==> config.mk <==
export PLATFORM = sky130hd
export DESIGN_NAME = board_reset_watchdog
export DESIGN_NICKNAME = d
export VERILOG_FILES = /design/src/include/board_reset_pkg.sv /design/src/include/reset_req_if.sv /design/src/hw/kick_watchdog.sv /design/src/hw/board_reset_watchdog.sv
export SDC_FILE = /design/constraint.sdc
export NUM_CORES = 1
export LEC_CHECK = 0
export BUFFER_PORTS_ARGS = -buffer_cell sky130_fd_sc_hd__buf_2
export CAP_MARGIN = 0
export CORE_ASPECT_RATIO = 1.5
export CORE_MARGIN = 5
export CORE_UTILIZATION = 40
export CTS_CLUSTER_DIAMETER = 200
export DETAILED_ROUTE_END_ITERATION = 10
export PLACE_DENSITY = 0.69
export SETUP_SLACK_MARGIN = 0.15
export SLEW_MARGIN = 20
export SYNTH_ARGS = -nofsm -noshare
export SYNTH_HDL_FRONTEND = slang
export SYNTH_SLANG_ARGS = --single-unit
==> constraint.sdc <==
create_clock -name clk_i -period 3.6 [get_ports clk_i]
set_input_delay 0.36 -clock clk_i [delete_from_list [all_inputs] [get_ports clk_i]]
set_output_delay 0.36 -clock clk_i [all_outputs]
set_load 0.03 [all_outputs]
==> src/include/board_reset_pkg.sv <==
package board_reset_pkg;
	// clock rate
	localparam int unsigned CLK_HZ          = 200_000_000;
	// stretch and watchdog times, in milliseconds as printed
	localparam int unsigned STRETCH_MS      = 200;
	localparam int unsigned WDOG_NEW_MS     = 1000;
	localparam int unsigned WDOG_OLD_MS     = 70;
	// cycles per millisecond; derived counts use it
	localparam int unsigned CYC_PER_MS      = CLK_HZ / 1000;
	localparam int unsigned STRETCH_CYC     = STRETCH_MS * CYC_PER_MS;
	localparam int unsigned WDOG_NEW_CYC    = WDOG_NEW_MS * CYC_PER_MS;
	localparam int unsigned WDOG_OLD_CYC    = WDOG_OLD_MS * CYC_PER_MS;
	// utility register
	localparam logic [9:0]  UTIL_ADDR       = 10'h37c;
	localparam logic [7:0]  UTIL_RESET      = 8'h00;
	localparam int unsigned UTIL_KICK_BIT   = 4;
	localparam int unsigned UTIL_ENABLE_BIT = 5;
	// watchdog states
	typedef enum logic [2:0] {
		WD_OFF   = 3'b001,
		WD_ARM   = 3'b010,
		WD_RUN   = 3'b100
	} wdog_state_t;
endpackage

==> src/include/reset_req_if.sv <==
`timescale 1ns/10ps
// reset request from watchdog into the stretcher
interface reset_req_if;
	logic board_reset;
	logic timeout;
	modport stretcher (output board_reset, input timeout);
	modport watchdog (input board_reset, output timeout);
endinterface : reset_req_if

==> src/hw/kick_watchdog.sv <==
`timescale 1ns/10ps
module kick_watchdog #(
	parameter int unsigned LIMIT_CYC = board_reset_pkg::WDOG_NEW_CYC
) (
	// clock and reset
	input  wire logic   clk_i,
	input  wire logic   reset_i,
	// kick and enable levels from the utility register
	input  wire logic   kick_i,
	input  wire logic   enable_i,
	// link to the stretcher
	reset_req_if.watchdog req
);
	localparam int unsigned W = $clog2(LIMIT_CYC + 1);

	// a limit below two leaves no room to count; refused at elaboration
	if (LIMIT_CYC < 2) begin : g_bad_limit
		$error("watchdog limit too small");
	end

	board_reset_pkg::wdog_state_t state_reg;
	logic [W-1:0]                 count_reg;
	logic                         kick_last_reg;
	logic                         kick_edge;
	logic                         at_limit;

	assign kick_edge = kick_i ^ kick_last_reg;
	assign at_limit  = (count_reg == W'(LIMIT_CYC - 1));

	// previous kick level for polarity detection
	always_ff @(posedge clk_i) begin
		if (reset_i || req.board_reset) begin
			kick_last_reg <= 1'b0;
		end else begin
			kick_last_reg <= kick_i;
		end
	end

	// off after any reset; steady level for the limit arms it
	// counter restarts on every kick polarity change
	always_ff @(posedge clk_i) begin
		if (reset_i || req.board_reset) begin
			state_reg <= board_reset_pkg::WD_OFF;
			count_reg <= '0;
			req.timeout <= 1'b0;
		end else begin
			req.timeout <= 1'b0;
			unique case (state_reg)
			board_reset_pkg::WD_OFF: begin
				count_reg <= '0;
				if (enable_i) begin
					state_reg <= board_reset_pkg::WD_ARM;
				end
			end
			board_reset_pkg::WD_ARM: begin
				if (!enable_i) begin
					state_reg <= board_reset_pkg::WD_OFF;
				end else if (kick_edge) begin
					count_reg <= '0;
				end else if (at_limit) begin
					count_reg <= '0;
					state_reg <= board_reset_pkg::WD_RUN;
				end else begin
					count_reg <= count_reg + W'(1);
				end
			end
			board_reset_pkg::WD_RUN: begin
				if (!enable_i) begin
					state_reg <= board_reset_pkg::WD_OFF;
				end else if (kick_edge) begin
					count_reg <= '0;
				end else if (at_limit) begin
					req.timeout <= 1'b1;
					count_reg   <= '0;
				end else begin
					count_reg <= count_reg + W'(1);
				end
			end
			default: begin
				state_reg <= board_reset_pkg::WD_OFF;
			end
			endcase
		end
	end
endmodule // kick_watchdog

==> src/hw/board_reset_watchdog.sv <==
`timescale 1ns/10ps
module board_reset_watchdog #(
	parameter int unsigned STRETCH_CYC = board_reset_pkg::STRETCH_CYC,
	parameter int unsigned WDOG_CYC    = board_reset_pkg::WDOG_NEW_CYC
) (
	// clock and reset
	input  wire logic       clk_i,
	input  wire logic       reset_i,
	// supply monitor: high while supply below threshold
	input  wire logic       supply_low_i,
	// external switch reset on the board_io_connector, active low
	input  wire logic       ext_reset_n_i,
	// i/o write port of the utility register
	input  wire logic [9:0] io_addr_i,
	input  wire logic [7:0] io_wdata_i,
	input  wire logic       io_write_i,
	// reset outputs and the utility register pins
	output logic            board_reset_o,
	output logic            bus_resetdrv_o,
	output logic [7:0]      utility_control_o
);
	// stretch counter width; it must hold STRETCH_CYC itself
	localparam int unsigned SW = $clog2(STRETCH_CYC + 1);

	// counts the logic cannot serve are refused at elaboration
	if (STRETCH_CYC < 1) begin : g_bad_stretch
		$error("stretch count must be positive");
	end
	if (WDOG_CYC < 2) begin : g_bad_wdog
		$error("watchdog limit must be two cycles or more");
	end

	// a write strobe aimed at the utility register
	function automatic logic util_write_hit(
		input logic [9:0] addr,
		input logic       write
	);
		return write && (addr == board_reset_pkg::UTIL_ADDR);
	endfunction

	// any reset cause present; the bus reset pin is not one
	function automatic logic any_source(
		input logic supply_low,
		input logic switch_n,
		input logic timeout
	);
		return supply_low || !switch_n || timeout;
	endfunction

	// switch synchroniser stages
	logic          ext_meta_reg;
	logic          ext_sync_reg;
	// stretcher
	logic          source;
	logic          stretch_busy;
	logic [SW-1:0] stretch_reg;
	logic [SW-1:0] stretch_next;
	logic          board_reset_reg;
	logic          board_reset_next;
	// utility register
	logic          write_hit;
	logic [7:0]    utility_reg;
	logic [7:0]    utility_next;
	// watchdog taps and link
	logic          kick_level;
	logic          wdog_enable;
	reset_req_if   req ();

	// two-flop synchroniser; a switch pulse has no timing relation to clk
	// reset to the released level so no false press follows reset
	always_ff @(posedge clk_i) begin
		if (reset_i) begin
			ext_meta_reg <= 1'b1;
			ext_sync_reg <= 1'b1;
		end else begin
			ext_meta_reg <= ext_reset_n_i;
			ext_sync_reg <= ext_meta_reg;
		end
	end

	// reset causes; a one-cycle timeout is enough to start a stretch
	assign source = any_source(supply_low_i, ext_sync_reg,
		req.timeout);

	// counter still running after the last cause dropped
	assign stretch_busy = (stretch_reg != '0);

	// reload while a cause holds, so release counts from the last one;
	// a glitch still gets the full width, never a cut pulse
	always_comb begin
		stretch_next = stretch_reg;
		if (source) begin
			stretch_next = SW'(STRETCH_CYC);
		end else if (stretch_busy) begin
			stretch_next = stretch_reg - SW'(1);
		end
	end

	// stretch counter; reset loads it so power-up is stretched too
	always_ff @(posedge clk_i) begin
		if (reset_i) begin
			stretch_reg <= SW'(STRETCH_CYC);
		end else begin
			stretch_reg <= stretch_next;
		end
	end

	// internal reset level, one flop ahead of the pins
	assign board_reset_next = source || stretch_busy;

	always_ff @(posedge clk_i) begin
		if (reset_i) begin
			board_reset_reg <= 1'b1;
		end else begin
			board_reset_reg <= board_reset_next;
		end
	end

	// the watchdog is held off while the board is in reset
	assign req.board_reset = board_reset_reg;

	// on-board reset pin straight from a flop
	always_ff @(posedge clk_i) begin
		if (reset_i) begin
			board_reset_o <= 1'b1;
		end else begin
			board_reset_o <= board_reset_reg;
		end
	end

	// bus reset follows on-board reset; output only, never sampled
	always_ff @(posedge clk_i) begin
		if (reset_i) begin
			bus_resetdrv_o <= 1'b1;
		end else begin
			bus_resetdrv_o <= board_reset_reg;
		end
	end

	assign write_hit = util_write_hit(io_addr_i, io_write_i);

	// writes that land during board reset are dropped, so software
	// cannot arm the watchdog before the stretch has ended
	always_comb begin
		utility_next = utility_reg;
		if (board_reset_reg) begin
			utility_next = board_reset_pkg::UTIL_RESET;
		end else if (write_hit) begin
			utility_next = io_wdata_i;
		end
	end

	// write-only utility register, cleared by any hardware reset
	always_ff @(posedge clk_i) begin
		if (reset_i) begin
			utility_reg <= board_reset_pkg::UTIL_RESET;
		end else begin
			utility_reg <= utility_next;
		end
	end

	// no read path exists; the pins show the flop for the board
	assign utility_control_o = utility_reg;

	// only bits 4 and 5 reach the watchdog
	assign kick_level  = utility_reg[board_reset_pkg::UTIL_KICK_BIT];
	assign wdog_enable = utility_reg[board_reset_pkg::UTIL_ENABLE_BIT];

	// steady kick arms the watchdog, then it times out
	kick_watchdog #(
		.LIMIT_CYC (WDOG_CYC)
	) u_watchdog (
		.clk_i    (clk_i),
		.reset_i  (reset_i),
		.kick_i   (kick_level),
		.enable_i (wdog_enable),
		.req      (req.watchdog)
	);
endmodule // board_reset_watchdog

==> flow_summary.ini <==
[floorplan]
die_area_sq_um = 10400
die_h_um = 123
ioPinCount = 33
fp.dieW_um = 85.1
coreArea_sq_um = 8360
std_cell_rows = 41
initial_core_util = 0.404

[place]
place_hpwl_um = 5460
portBuffers = 32
place_congestion = 0.879

[worst_setup_path]
critPathKind = register to register
crit_path_end = u_watchdog.count_reg[15]
r2r_cells = 6
reg2reg_from = u_watchdog.count_reg[19]
critPathCaptureType = register
arrival_ns = 2.69
r2r_slack_ns = 1.13
crit_required_ns = 3.82
startpoint = u_watchdog.count_reg[19]
critPathMaxFanout = 14
reg2reg_to = u_watchdog.count_reg[15]
cp-start-kind = register

[global_route]
grt_use_total = 0.149
antenna_found_initial = 0
grt_pass1_wl_um = 12500
grt_overflow = 0
grt_pass1_vias = 2796
grt_max_degree = 19

[pwr]
share_seq_of_total_power = 0.452
power_mw = 1.78
peakVddDrop_mv = 0.302
pwr-share-clk = 0.493
power_density_nw_per_um2 = 455
switching_power_mw = 0.396
power.internal_mw = 1.39
combPwrFrac = 0.055
power.leakage_nw = 1.30
swShare = 0.222

[layout]
nNetsFinal = 441
largest_reg_flops = 28
antenna_cells = 0
area_growth_pct = 16.0
final_layout_size_suffix_gt1_frac = 0.159

[route]
drc_errors = 0
drtIter0Drc = 104
drt_pre_antenna_iters = 4
antenna_left = 0
vias = 2902
detail_route.wl_per_cell_um = 14.2
wirelength_um = 7500
vias_per_cell = 5.50

[timing]
max_clock_freq_mhz = 405
slew_headroom = 0.345
post-route-period-util = 0.686
clock_skew_ns = 0.00632
tns_ns = 0
setup_viol = 0
worstMarginPinSlew_ns = 0.982
period_minus_slack_ns = 2.47
slew_viol_final = 0
rsz0062_at_grt = no
finalHoldViolations = 0

[yosys]
synthCells = 385
async_flop_share = 0
synth_cell_type_count = 57
syn_area_sq_um = 3380
syn_nets = 410
synth_edf_count = 0
avgSynthCellArea_sq_um = 8.78
ys.flop_type = dfxtp_1
ys_seq_elements = 71
yosysSeqAreaShare = 0.420
ys_warn_count = 0

[clocking]
cts.repair.resized = 0
cts_tree = yes
cts_root_buf = clkbuf_16
cts.hold.buffers_added = 0
clock-sinks = 71
cts_setup_buffers = 0
cts_buffers = 9
clkLatencyLatePin_ns = 0.34
htree_num_levels = 3
path_clk_slew_ns = 0.06
clock_path_buffers = 2

[worst_hold_path]
worstHoldStart = ext_reset_n_i
hp-class = input pin to register
hold_depth = 2

[outcome]
outcome = finished, final reports clean

[flow_run]
cap_violations = 0
## worst max-delay path, cell delays in order (launching register included)
cell and delay, ns:
dfxtp_1 0.44, or4b_2 0.62, nor4_2 0.20, a21oi_1 0.27, o21ai_2 0.45, buf_4 0.29
o31ai_1 0.09
## Yosys cell counts, drive strengths merged (3+ instances only)
master | count | share of area
o21ai | 13 | 0.020
and2 | 3 | 0.0055
nand3 | 23 | 0.034
or2 | 3 | 0.0055
or4b | 3 | 0.0089
buf | 9 | 0.017
nand2b | 4 | 0.0074
nor3 | 15 | 0.027
o211ai | 5 | 0.011
nand2 | 24 | 0.027
clkbuf | 6 | 0.0067
or4 | 10 | 0.023
xor2 | 13 | 0.034
mux2i | 11 | 0.033
and3 | 3 | 0.0055
o31ai | 9 | 0.020
and4 | 6 | 0.016
inv | 9 | 0.010
a21oi | 16 | 0.024
nor4b | 4 | 0.012
dfxtp | 71 | 0.42
xnor2 | 17 | 0.044
nor2 | 45 | 0.050
or3 | 15 | 0.029
nand4 | 15 | 0.030
nor4 | 10 | 0.020
## power by group through the flow
| stage | registers (mW) | logic (mW) | clock network [mW] |
|---|---|---|---|
| 4_1_cts | 0.805 | 0.0986 | 0.905 |
| 5_1_grt | 0.807 | 0.110 | 0.935 |
| 3_3_place_gp | 0.822 | 0.0966 | 0 |
| 6_report | 0.806 | 0.0987 | 0.880 |
| 3_5_place_dp | 0.823 | 0.0976 | 0 |
| 2_1_floorplan | 0.821 | 0.0684 | 0 |
## cell usage in the layout, fill, tap and decap left out, drive strengths merged, types with 11 or more instances in the layout
cell | netlist | layout
nand2 | 24 | 24
o21ai | 13 | 13
or3 | 15 | 15
dfxtp | 71 | 71
xor2 | 13 | 13
nand4 | 15 | 15
nand3 | 23 | 23
a21oi | 16 | 16
nor2 | 45 | 45
xnor2 | 17 | 17
buf | 9 | 35
nor3 | 15 | 15
mux2i | 11 | 11
## layout make-up
type / instances / area, sq um
Multi-Input combinational cell: 290 / 1850
Timing Repair Buffer: 35 / 183
Inverter: 9 / 33.8
Clock buffer: 10 / 239
Fill cell: 801 / 4440
Clock inverter: 6 / 60.1
Sequential cell: 71 / 1420
Tap cell: 107 / 134
## worst min-delay path by stage
stage | to | slack, ns
after floorplan | ext_sync_reg | 0.39
after global placement | ext_sync_reg | 0.40
after detailed placement | ext_sync_reg | 0.40
after CTS | ext_meta_reg | 0.20
after global routing | ext_meta_reg | 0.21
final | ext_meta_reg | 0.20
## metal layers
layer / global-route usage / vias up / wire length (um)
li1: - / 1478 / -
met1: 0.155 / 1367 / 3090
met2: 0.262 / 36 / 3990
met3: 0.0275 / 21 / 145
met4: 0.116 / 0 / 279
met5: 0 / - / 0
## through the flow
step	hold slack [ns]	cells	instance area [sq um]	util	setup slack [ns]
2_1_floorplan	0.389	385	3380	-	1.44
3_3_place_gp	0.402	512	3620	0.433	1.18
3_5_place_dp	0.400	512	3620	0.433	1.11
4_1_cts	0.196	528	3920	0.469	1.11
5_1_grt	0.208	528	3920	0.469	0.887
6_report	0.205	528	3920	0.469	1.13
## cells by family after synthesis
logic type      Yosys count  synth area share
fa+ha+maj                 2           0.00740
xor+xnor                 30            0.0777
mux                      12            0.0359
simple gates            192             0.323
flops                    71             0.420
buf+inv                  24            0.0340
compound gates           54             0.101
Note: power is estimated with default switching activity, not from simulation.
